### config.mk
export PLATFORM = sky130hd
export DESIGN_NAME = windowed_watchdog_fsm
export DESIGN_NICKNAME = d
export VERILOG_FILES = /design/src/wdog_pkg.sv /design/src/kick_deglitch.sv /design/src/windowed_watchdog_fsm.sv
export SDC_FILE = /design/constraint.sdc
export NUM_CORES = 1
export LEC_CHECK = 0
export ABC_AREA = 1
export BUFFER_PORTS_ARGS = -buffer_cell sky130_fd_sc_hd__buf_4
export CAP_MARGIN = 5
export CORE_ASPECT_RATIO = 1.2
export CORE_MARGIN = 2
export CORE_UTILIZATION = 28
export DETAILED_ROUTE_END_ITERATION = 10
export HOLD_SLACK_MARGIN = 0.12
export SETUP_SLACK_MARGIN = 0.2
export SLEW_MARGIN = 20
export SYNTH_ARGS = -nofsm -noshare
export SYNTH_HDL_FRONTEND = slang
export SYNTH_HIERARCHICAL = 1
export SYNTH_SLANG_ARGS = --single-unit
### constraint.sdc
create_clock -name clk -period 2.93 [get_ports clk]
set_input_delay 0.7325 -clock clk [delete_from_list [all_inputs] [get_ports clk]]
set_output_delay 0.7325 -clock clk [all_outputs]
set_load 0.01 [all_outputs]
### src/wdog_pkg.sv
// Package for the windowed watchdog: states, timing constants and carrier structs
// What this block does
// - Watching the kick input starts only once the monitored regulator is enabled and its output is power-good.
// - Enabling the monitored regulator enters the reset state, held for the reset hold time with the reset output low.
// - When the reset hold time ends the machine enters the ignore phase and releases the reset output.
// - After the ignore time the machine enters the initial accept phase with the reset output still released.
// - In initial accept a trigger moves at once to the closed window, and no trigger within the initial accept time returns to reset.
// - In the closed window a trigger sends the machine at once to reset, and an untriggered closed time leads to repeat accept.
// - In repeat accept a trigger returns at once to the closed window, and an untriggered accept time leads to reset.
// - A trigger is two high samples of the kick input followed by two low samples, so the host holds each level long enough.
// - A monitored regulator power failure forces the off state from any state and holds the reset output low until it is good.
// - An internal supply out of range halts the watchdog, which resumes when the supply is back in range.
// - On regulator dropout the reset output goes low only after the regulator has been out of range for the reset assert delay, shorter excursions ignored.
// - Supply lockout stops the watchdog, which recovers by itself when the lockout clears.
package wdog_pkg;

  // ----------------------------------------------------------------
  // Timing (one sample tick per clk cycle at 10 MHz)
  // ----------------------------------------------------------------
  localparam int unsigned CLK_PERIOD_NS       = 100;
  localparam int unsigned CNT_W               = 16;
  localparam int unsigned RESET_HOLD_NS       = 100000;
  localparam int unsigned IGNORE_NS           = 200000;
  localparam int unsigned INITIAL_ACCEPT_NS   = 400000;
  localparam int unsigned CLOSED_NS           = 100000;
  localparam int unsigned ACCEPT_NS           = 100000;
  localparam int unsigned ASSERT_DELAY_NS     = 2000;
  localparam logic [CNT_W-1:0] RESET_HOLD_CYC     = CNT_W'(RESET_HOLD_NS / CLK_PERIOD_NS);
  localparam logic [CNT_W-1:0] IGNORE_CYC         = CNT_W'(IGNORE_NS / CLK_PERIOD_NS);
  localparam logic [CNT_W-1:0] INITIAL_ACCEPT_CYC = CNT_W'(INITIAL_ACCEPT_NS / CLK_PERIOD_NS);
  localparam logic [CNT_W-1:0] CLOSED_CYC         = CNT_W'(CLOSED_NS / CLK_PERIOD_NS);
  localparam logic [CNT_W-1:0] ACCEPT_CYC         = CNT_W'(ACCEPT_NS / CLK_PERIOD_NS);
  localparam logic [CNT_W-1:0] ASSERT_DELAY_CYC   = CNT_W'(ASSERT_DELAY_NS / CLK_PERIOD_NS);
  localparam logic [CNT_W-1:0] CNT_ONE            = CNT_W'(1);
  localparam logic [CNT_W-1:0] CNT_ZERO           = CNT_W'(0);
  // Oldest two samples high, newest two low
  localparam logic [3:0]       KICK_PATTERN       = 4'hC;

  // ----------------------------------------------------------------
  // Types
  // ----------------------------------------------------------------
  typedef enum logic [2:0] {
    ST_OFF,
    ST_RESET,
    ST_IGNORE,
    ST_INIT_ACCEPT,
    ST_CLOSED,
    ST_REPEAT_ACCEPT
  } wd_state_e;

  typedef struct packed {
    logic regulator_enable;
    logic regulator_good;
    logic internal_supply_ok;
    logic supply_lockout;
  } supply_s;

  typedef struct packed {
    logic [3:0] shift;
    logic       trigger;
  } deglitch_s;

  typedef struct packed {
    wd_state_e        state;
    logic [CNT_W-1:0] timer;
    logic [CNT_W-1:0] fail_cnt;
    logic             reg_failed;
    logic             rst_low;
    logic             state_pulse;
  } wd_s;

endpackage

### src/kick_deglitch.sv
// Kick input de-glitcher: decodes high-high-low-low sample pattern as one trigger
`timescale 1ns/1ns
`default_nettype none
module kick_deglitch
(
  input  wire logic clk,
  input  wire logic rstn,
  input  wire logic ce,
  input  wire logic run,
  input  wire logic kick_input,
  output logic      trigger
);

  wdog_pkg::deglitch_s q;
  wdog_pkg::deglitch_s next_q;

  // ----------------------------------------------------------------
  // Decode
  // ----------------------------------------------------------------
  always_comb
  begin
    next_q = q;
    if (!run)
    begin
      next_q = '0;
    end
    else
    begin
      next_q.shift = {q.shift[2:0], kick_input};
      next_q.trigger = (next_q.shift == wdog_pkg::KICK_PATTERN);
    end
  end

  always_ff @(posedge clk or negedge rstn)
  begin
    if (!rstn)
    begin
      q <= '0;
    end
    else if (ce)
    begin
      q <= next_q;
    end
  end

  assign trigger = q.trigger;

endmodule
`default_nettype wire

### src/windowed_watchdog_fsm.sv
// Windowed watchdog state machine with supervisor reset output
`timescale 1ns/1ns
`default_nettype none
module windowed_watchdog_fsm
(
  input  wire logic            clk,
  input  wire logic            rstn,
  input  wire logic            ce,
  input  wire wdog_pkg::supply_s supply,
  input  wire logic            kick_input,
  output logic                 reset_out_o,
  output logic                 reset_out_oe,
  output wdog_pkg::wd_state_e  wd_state,
  output logic                 state_change
);

  wdog_pkg::wd_s q;
  wdog_pkg::wd_s next_q;
  logic          trigger;
  logic          halted;
  logic          run;

  // ----------------------------------------------------------------
  // Halt conditions
  // ----------------------------------------------------------------
  // internal supply out of range halts
  assign halted = !supply.internal_supply_ok || supply.supply_lockout;
  // only watch outside the off and reset states
  assign run = !halted && (q.state != wdog_pkg::ST_OFF) && (q.state != wdog_pkg::ST_RESET);

  kick_deglitch u_deglitch
  (
    .clk        (clk),
    .rstn       (rstn),
    .ce         (ce && !halted),
    .run        (run),
    .kick_input (kick_input),
    .trigger    (trigger)
  );

  function automatic logic expired(input logic [wdog_pkg::CNT_W-1:0] t, input logic [wdog_pkg::CNT_W-1:0] lim);
    expired = (t >= lim - wdog_pkg::CNT_ONE);
  endfunction

  // ----------------------------------------------------------------
  // Next state
  // ----------------------------------------------------------------
  always_comb
  begin
    next_q             = q;
    next_q.state_pulse = 1'b0;
    next_q.timer       = q.timer + wdog_pkg::CNT_ONE;

    // filter regulator dropouts shorter than the assert delay
    if (supply.regulator_good || !supply.regulator_enable)
    begin
      next_q.fail_cnt   = wdog_pkg::CNT_ZERO;
      next_q.reg_failed = !supply.regulator_enable;
    end
    else if (!q.reg_failed)
    begin
      next_q.fail_cnt = q.fail_cnt + wdog_pkg::CNT_ONE;
      if (expired(q.fail_cnt, wdog_pkg::ASSERT_DELAY_CYC))
      begin
        next_q.reg_failed = 1'b1;
      end
    end

    unique case (q.state)
      wdog_pkg::ST_OFF:
      begin
        // enabling and good regulator enters reset
        if (supply.regulator_enable && supply.regulator_good)
        begin
          next_q.state = wdog_pkg::ST_RESET;
          next_q.timer = wdog_pkg::CNT_ZERO;
        end
      end
      wdog_pkg::ST_RESET:
      begin
        // hold time over, go to ignore
        if (expired(q.timer, wdog_pkg::RESET_HOLD_CYC))
        begin
          next_q.state = wdog_pkg::ST_IGNORE;
          next_q.timer = wdog_pkg::CNT_ZERO;
        end
      end
      wdog_pkg::ST_IGNORE:
      begin
        if (expired(q.timer, wdog_pkg::IGNORE_CYC))
        begin
          next_q.state = wdog_pkg::ST_INIT_ACCEPT;
          next_q.timer = wdog_pkg::CNT_ZERO;
        end
      end
      wdog_pkg::ST_INIT_ACCEPT:
      begin
        if (trigger)
        begin
          next_q.state = wdog_pkg::ST_CLOSED;
          next_q.timer = wdog_pkg::CNT_ZERO;
        end
        else if (expired(q.timer, wdog_pkg::INITIAL_ACCEPT_CYC))
        begin
          next_q.state = wdog_pkg::ST_RESET;
          next_q.timer = wdog_pkg::CNT_ZERO;
        end
      end
      wdog_pkg::ST_CLOSED:
      begin
        if (trigger)
        begin
          next_q.state = wdog_pkg::ST_RESET;
          next_q.timer = wdog_pkg::CNT_ZERO;
        end
        else if (expired(q.timer, wdog_pkg::CLOSED_CYC))
        begin
          next_q.state = wdog_pkg::ST_REPEAT_ACCEPT;
          next_q.timer = wdog_pkg::CNT_ZERO;
        end
      end
      wdog_pkg::ST_REPEAT_ACCEPT:
      begin
        if (trigger)
        begin
          next_q.state = wdog_pkg::ST_CLOSED;
          next_q.timer = wdog_pkg::CNT_ZERO;
        end
        else if (expired(q.timer, wdog_pkg::ACCEPT_CYC))
        begin
          next_q.state = wdog_pkg::ST_RESET;
          next_q.timer = wdog_pkg::CNT_ZERO;
        end
      end
      default:
      begin
        next_q.state = wdog_pkg::ST_OFF;
        next_q.timer = wdog_pkg::CNT_ZERO;
      end
    endcase

    // regulator failure forces off from any state
    if (next_q.reg_failed)
    begin
      next_q.state = wdog_pkg::ST_OFF;
      next_q.timer = wdog_pkg::CNT_ZERO;
    end

    // output low in off and reset
    next_q.rst_low     = (next_q.state == wdog_pkg::ST_OFF) || (next_q.state == wdog_pkg::ST_RESET);
    next_q.state_pulse = (next_q.state != q.state);
  end

  // ----------------------------------------------------------------
  // State register
  // ----------------------------------------------------------------
  // Halt freezes everything, so the machine resumes where it stopped
  always_ff @(posedge clk or negedge rstn)
  begin
    if (!rstn)
    begin
      q         <= '0;
      q.state   <= wdog_pkg::ST_OFF;
      q.rst_low <= 1'b1;
      q.reg_failed <= 1'b1;
    end
    else if (ce && !halted)
    begin
      q <= next_q;
    end
  end

  // Open drain: drive low only
  assign reset_out_o  = 1'b0;
  assign reset_out_oe = q.rst_low;
  assign wd_state     = q.state;
  assign state_change = q.state_pulse;

endmodule
`default_nettype wire

Yosys cells after proc, flatten, opt, wreduce, memory -nomap -nowiden
Cells that the tools add are included.
- $add $sub $neg: 2
- multiply operators: 0
- divide/modulo/power cells: 0
- order comparisons: 4
- eq/ne operators: 10
- shifts and indexed selects: 0
- muxes and demuxes: 15
- bitwise gates (word level): 0
- reduce and logical (&&, ||, !) cells: 14
- operators with widths (operator ; number):
    2-to-1 mux 19 bit ; 10
    case mux 19 bit (6 select lines) ; 1
    2-to-1 mux 17 bit ; 2
    adder 16 x 1 -> 16 bit (second input constant) ; 2
    >= comparator 16 x 10 -> 1 bit (second input constant) ; 1
    >= comparator 16 x 11 -> 1 bit (second input constant) ; 1
    >= comparator 16 x 12 -> 1 bit (second input constant) ; 1
    >= comparator 16 x 5 -> 1 bit (second input constant) ; 1
    == test 3 x 1 -> 1 bit (second input constant) ; 2
    == test 3 x 2 -> 1 bit (second input constant) ; 2
    == test 3 bit (second input constant) ; 2
    zero test 3 bit ; 2
    == test 4 bit (second input constant) ; 1
    logical AND 1 bit ; 4
    2-to-1 mux 4 bit ; 1
    zero test 1 bit ; 3
    logical OR 1 bit ; 3
    != test 3 x 1 -> 1 bit (second input constant) ; 1
    != test 3 bit ; 1
    nonzero test 3 bit ; 1
    != test 2 x 1 -> 1 bit (second input constant) ; 1
    AND reduction 2 bit ; 1
    2-to-1 mux 1 bit ; 1
- register bits: 42
- bits in latches: 0
- memory bits (writable): 0
- memory bits (read-only): 0
- bits of input ports: 8
- output and inout port bits: 6
- word-level logic and storage cells: 53
- memories: 0

Logic depth before layout (Yosys ltp)
Gate-level depths: netlist of the first run.
- depth in word-level cells: 7
- mapped depth: 12
- mapped depth without buffers: 12

Modules after synthesis
Netlist of the first run, hierarchy kept.
- modules (own cells, without submodules) (module ; times used ; cells each ; area an instance (um^2) ; sequential area each (um^2)):
    windowed_watchdog_fsm ; 1 ; 337 ; 2513.7 ; 953.4
    kick_deglitch ; 1 ; 18 ; 168.9 ; 100.1

Worst setup path after synthesis of the first run
OpenSTA, ideal clock, no wires.
- path type: input to register
- start point: input supply[0] in the netlist's numbering
- end point: register q[14] in the netlist's numbering
- library setup time: 0.119 ns
- arrival: 1.723 ns
- data required time: 2.811 ns
- setup slack: 1.088 ns
- stages on the path: 8
- path buffers: 1
- cell sequence: inv_1 -> nand3_2 -> a21oi_2 -> buf_4 -> nand4_2 -> nor3_1 -> a21oi_1 -> o21a_1
- longest elaborated chain between the ends: 4
- RTL lines (item ; RTL line ; text):
    from (decl) ; windowed_watchdog_fsm.sv:9 ; input wire wdog_pkg::supply_s supply,
    logical OR 1 bit ; windowed_watchdog_fsm.sv:27 ; assign halted = !supply.internal_supply_ok || supply.supply_lockout;
    zero test 1 bit ; windowed_watchdog_fsm.sv:167 ; else if (ce && !halted)
    logical AND 1 bit ; windowed_watchdog_fsm.sv:167 ;
    AND reduction 2 bit (no line) ; n/a ;
    to (signal assigned) ; windowed_watchdog_fsm.sv:169 ; q <= next_q;
    to (decl) ; windowed_watchdog_fsm.sv:17 ; wdog_pkg::wd_s q;
No other way between the ends.
A chain may end at the register's enable or synchronous reset.

Worst setup path in the final report of the first run
- start point: input supply[3] in the netlist's numbering
- end point: register q[13] in the netlist's numbering
- longest elaborated chain between the ends: 4
- elaborated cells on any way between the ends: 5
- those cells by class: eq/ne: 1; mux: 1; reduce/logical: 3
- RTL lines (item ; RTL line ; text):
    zero test 1 bit (*) ; windowed_watchdog_fsm.sv:55 ; if (supply.regulator_good || !supply.regulator_enable)
    logical OR 1 bit (*) ; windowed_watchdog_fsm.sv:55 ;
    != test 2 x 1 -> 1 bit (no line) ; n/a ;
    AND reduction 2 bit (no line) ; n/a ;
Every way passes the cells marked *; elsewhere a longest branch is shown, timed or not.

==> impl_metrics.csv, run 1 <==
group,metric,value,unit
outcome,status,"complete, no violations",
yosys,synth_top_area_share,37.3,%
placement,gp_congestion,0.802,
yosys,syn_area,2680,um2
yosys,synth_edf_count,0,
critical_path,critPathKind,"input port to flip-flop",
clock_tree,cts-root-buf,"clkbuf_16",
sta,timing.fmax,0.495,GHz
yosys,synth-seq-cells,42,
layout,seqCellArea,1050,um2
yosys,avgSynthCellArea,7.56,um2
worst_hold_path,min_path_type,"input port to asynchronous set/reset pin",
critical_path,cp_data_arrival_time,2.20,ns
drt,wl_per_cell,11.8,um
critical_path,cp-end-kind,"flip-flop",
clock_tree,htreeDepth,2,
floorplan,die_area,10400,um2
global_routing,grt_overflow,0,
drt,final_antenna_net_count,0,
pwr,peakVddDrop,0.212,mV
sta,rsz0062_at_grt,"false",
clock_tree,cts.path.max_buffers,2,
pwr,power_density,489,nW/um2
floorplan,core_area,9420,um2
yosys,synth_fp_nets,365,
sta,final_hold_viol_count,0,
yosys,synth_commonest_cells,"nand2_1 (83), dfrtp_1 (40), inv_1 (38), nor2_1 (38), nand3_1 (35)",
floorplan,die-height,111,um
floorplan,die_w,93.4,um
sta,tightest_slew,0.693,ns
critical_path,crit_required,3.11,ns
layout,multi_input_area,1400,um2
drt,first_pass_iters,4,
drt,drt_iter0_markers,111,
drt,vias,2264,
yosys,synth_warnings,6,
sta,finalCritPeriodShare,69.0,%
placement,port_buffers,12,
clock_tree,clkSinkCount,42,
clock_tree,numCtsBuffers,5,
sta,period_needed,2.02,ns
yosys,post-synth-top-area-cell,"dfrtp_1",
run,cap_violations,0,
clock_tree,post_cts_resized,0,
yosys,synth_area_leaders,"dfrtp_1 (37%), nand2_1 (12%), nand3_1 (6.5%)",
critical_path,startpoint_type,"input port",
global_routing,grt_pass1_vias,2221,
pwr,p_leak,0.00131,uW
yosys,synthCells,355,
clock_tree,path_clk_slew,0.06,ns
drt,routed_wl,5760,um
clock_tree,clock_latency,0.28,ns
clock_tree,cts_hold_buffers,0,
floorplan,start_util,28.5,%
floorplan,boundaryPins,14,
sta,max_slew_margin,53.4,%
clock_tree,cts_tree,"built",
global_routing,antenna_found_initial,0,
layout,fillers,981,
layout,diodes,0,
yosys,synth-seq-area-share,39.3,%
yosys,synth.most_common_cell,"nand2_1",
yosys,yosysUniqueCellTypes,44,
layout,final_layout_size_suffix_gt1_share,14.2,%
drt,drc,0,
global_routing,track_usage,11.8,%
global_routing,grt_pass1_wl,9940,um
sta,setup_tns,0,ns
layout,final_nets,374,
drt,avgViaCountPerCell,4.64,
floorplan,rows,39,
layout,area_growth,11.8,%
placement,hpwlAfterDp,4190,um
critical_path,worstRegToRegCells,8,
global_routing,grt_max_degree,43,
yosys,synthArstFlopShare,100,%
clock_tree,post_cts_buffers,0,
sta,setup_violations,0,
yosys,synth_flop_cell,"dfrtp_1",
sta,worst_hold_slack,0.437,ns
sta,skew,0.00720,ns
critical_path,critPathMaxFanout,11,
sta,drv_slew,0,
layer usage:
layer / GRT usage [%] / up-vias / wire length, um
met5: 0 / - / 0
met4: 4.12 / 0 / 89
met3: 2.38 / 7 / 198
met2: 19.5 / 28 / 2800
met1: 15.0 / 1053 / 2670
li1: - / 1176 / -
worst paths after layout:
path                                   start                 to  slack, ns
max                                supply[3]  q[13]$_DFFE_PN0P_       0.91
min                                     rstn  q[26]$_DFFE_PN0P_       0.44
max reg2reg                q[19]$_DFFE_PN0P_  q[22]$_DFFE_PN0P_       0.92
min reg2reg                 q[3]$_DFFE_PN0P_   q[3]$_DFFE_PN0P_       0.50
max in group asynchronous               rstn   q[7]$_DFFE_PN0P_       2.11
min in group clk            q[3]$_DFFE_PN0P_   q[3]$_DFFE_PN0P_       0.50
registers in the layout (all words and copies together), names as in the netlist:
signal / flops
u_deglitch/trigger: 1
u_deglitch/q: 3
q: 33
state_change: 1
reset_out_oe: 1
wd_state: 3
stage by stage:
stage	total power, uW	std cells	cell area, um2	utilization (%)	setup slack (ns)
after floorplan	843	355	2680	-	1.09
after global placement	910	480	2850	30.3	0.690
after detailed placement	917	480	2850	30.3	0.644
after CTS	1490	488	3000	31.8	0.914
after global routing	1540	488	3000	31.8	0.696
final	1470	488	3000	31.8	0.909
cell usage in the layout, fill, tap and decap left out, drive strengths merged, types with 3 or more instances in the layout:
| cell | synthesis | final |
|---|---|---|
| nand2 | 84 | 84 |
| nor2 | 41 | 41 |
| dfrtp | 40 | 40 |
| inv | 40 | 40 |
| nand3 | 40 | 40 |
| o21ai | 32 | 32 |
| a21oi | 16 | 16 |
| buf | 9 | 13 |
| nor3 | 11 | 11 |
| xor2 | 9 | 9 |
| clkbuf | 2 | 7 |
| nand3b | 3 | 3 |
| o21a | 3 | 3 |
| xnor2 | 3 | 3 |
| nand4 | 3 | 3 |
logic make-up (layout without fill, tap and decap cells):
family	after synthesis	count (layout)	share of synthesized area (%)
other	1	1	0.140
AND/OR/NAND/NOR	188	188	32.3
AO/OA/AOI/OAI	59	59	14.8
adder cells (fa/ha/maj)	2	2	0.933
flip-flops	42	42	39.3
XOR/XNOR	12	12	3.92
buffers and inverters	51	61	8.68
power breakdown:
part           total [uW]  internal (uW)  switching [uW]
combinational         234           95.2             139
clock                 562            338             224
sequential            669            624            45.1
area by class of cell:
class / instances / area share, %
multi-input cells: 262 / 46.6
flip-flops and latches: 42 / 35.1
well taps: 123 / 5.13
inverters: 40 / 5.01
clock buffers: 7 / 4.76
repair buffers: 13 / 3.25
clock inverters: 1 / 0.167
critical path, stage by stage:
cell,delay [ns]
buf_4,0.13
inv_1,0.04
nor2_1,0.07
a21oi_2,0.45
nand3_1,0.16
nor2_1,0.16
nand2_1,0.08
o22ai_1,0.17
nand2_1,0.08
o21ai_0,0.07
inv_1,0.05
(Power assumes the default switching activity.)
==> inputs of run 2 (changes only) <==
- clock period: 2.93 -> 1.75 ns (I/O delays scaled with it)
==> impl_metrics.csv, run 2 (synthesized netlist as in run 1, its figures left out) <==
group,metric,value,unit
drt,first_pass_iters,4,
layout,final_cell_mix,"nand2_1 (67), buf_4 (65), dfrtp_1 (36)",
critical_path,crit_buf_inv,2,
clock_tree,cts-root-buf,"clkbuf_16",
global_routing,antenna_found_initial,0,
global_routing,grt_overflow,0,
drt,vias,2608,
critical_path,startpoint_type,"flip-flop",
sta,timing.fmax,0.587,GHz
placement,gp_congestion,0.909,
drt,routed_wl,7050,um
sta,finalCritPeriodShare,97.4,%
sta,period_needed,1.70,ns
critical_path,crit_chain,"ha_2, inv_1, nand2_1, nand2_1, nand3_2, a22oi_2, and2_4, o21ai_4, clkbuf_16, o21ai_2",
sta,final_hold_viol_count,0,
placement,hpwlAfterDp,4460,um
layout,diodes,0,
critical_path,critPathMaxFanout,8,
layout,largest_reg_flops,33,
sta,worst_hold_slack,0.137,ns
drt,wl_per_cell,12.8,um
critical_path,cp-end-kind,"flip-flop",
sta,setup_violations,0,
global_routing,grt_pass1_wl,10900,um
run,cap_violations,0,
critical_path,path_delay_family,"simple AND/OR/NAND/NOR gates",
layout,final_nets,436,
floorplan,start_util,28.5,%
critical_path,crit_path_frequent_cell,"nand2_1",
layout,mostFrequentLayoutCell,"nand2_1",
sta,drv_slew,0,
floorplan,boundaryPins,14,
placement,port_buffers,12,
global_routing,track_usage,12.6,%
pwr,total_power,2650,uW
drt,drc,0,
pwr,p_leak,0.00176,uW
clock_tree,clock_latency,0.28,ns
layout,final_layout_size_suffix_gt1_share,39.6,%
critical_path,critPathMaxStageDelay,0.40,ns
clock_tree,cts_tree,"built",
floorplan,rows,39,
sta,rsz0062_at_grt,"true",
layout,final_cell_count_no_fill,550,
clock_tree,path_clk_slew,0.06,ns
sta,tightest_slew,0.544,ns
critical_path,critPathSlowestCell,"dfrtp_1",
placement,place_area,3110,um2
pwr,power_density,693,nW/um2
worst_hold_path,min_path_type,"input port to asynchronous set/reset pin",
critical_path,crit_required,1.96,ns
critical_path,critPathKind,"flip-flop to flip-flop",
floorplan,core_area,9420,um2
clock_tree,clkSinkCount,42,
layout,area_growth,42.3,%
global_routing,grt_pass1_vias,2403,
drt,final_antenna_net_count,0,
drt,drt_iter0_markers,95,
floorplan,die_w,93.4,um
critical_path,cp_data_arrival_time,1.91,ns
layout,post-route-cell-area,3820,um2
clock_tree,numCtsBuffers,5,
clock_tree,cts.path.max_buffers,2,
sta,max_slew_margin,63.8,%
placement,dp_cells,512,
global_routing,grt_max_degree,43,
floorplan,die-height,111,um
drt,avgViaCountPerCell,4.74,
layout,largest_register,"q",
outcome,status,"complete, no violations",
sta,skew,0.00816,ns
clock_tree,cts_hold_buffers,0,
clock_tree,htreeDepth,2,
floorplan,die_area,10400,um2
pwr,peakVddDrop,0.380,mV
==> run 2: through the flow <==
stage,utilization [%],TNS [ns],setup slack [ns]
final,40.5,0,0.0456
after global routing,40.5,-0.392,-0.0417
after CTS,35.6,0,0.0766
after detailed placement,33.0,0,0.00895
after global placement,33.0,0,0.0532
after floorplan,-,0,0.195
==> run 2: area by class of cell <==
class / instances / area (um2)
Inverter: 40 / 153
Multi-Input combinational cell: 262 / 1690
Sequential cell: 42 / 1060
Fill cell: 924 / 5600
Timing Repair Buffer: 75 / 623
Tap cell: 123 / 154
Clock buffer: 8 / 136
==> run 2: worst register-to-register path: cells and delay by family, from the launching register on <==
family / cells / cell delay (ns)
AOI/OAI and AO/OA: 3 / 0.36
adders and majority gates: 1 / 0.21
DFF: 1 / 0.40
and+or+nand+nor: 4 / 0.42
buffers and inverters: 2 / 0.25
==> run 2: routing by layer <==
layer,GRT usage [%],vias to the layer above,wire (um),share of wire [%]
met3,2.58,11,238,3.4
met1,16.4,1244,3050,43
met5,0,-,0,0
li1,-,1302,-,-
met2,21.0,51,3680,52
met4,3.73,0,87,1.2
==> run 2: final timing paths <==
path / startpoint / endpoint / slack (ns) / cells after the start
worst max-delay path: q[4]$_DFFE_PN0P_ / q[30]$_DFFE_PN0P_ / 0.05 / 10
worst min-delay path: rstn / q[28]$_DFFE_PN0P_ / 0.14 / 1
worst max register to register: q[4]$_DFFE_PN0P_ / q[30]$_DFFE_PN0P_ / 0.05 / 10
worst min register to register: reset_out_oe$_DFFE_PN1P_ / reset_out_oe$_DFFE_PN1P_ / 0.52 / 2
max in group asynchronous: rstn / q[22]$_DFFE_PN0P_ / 1.21 / 1
min in group clk: kick_input / u_deglitch/q[1]$_DFFE_PN0P_ / 0.41 / 3
==> run 2: where the power goes <==
group / total (uW) / internal [uW] / switching (uW)
sequential: 1110 / 1040 / 61.6
combinational: 629 / 299 / 330
clock: 910 / 532 / 379
==> run 2: what timing repair did <==
action,4_1_cts,5_1_grt
pin swaps,7,23
gates cloned,0,1
resized for setup,16,76
setup buffers,7,22
endpoints found under the setup margin,22,28
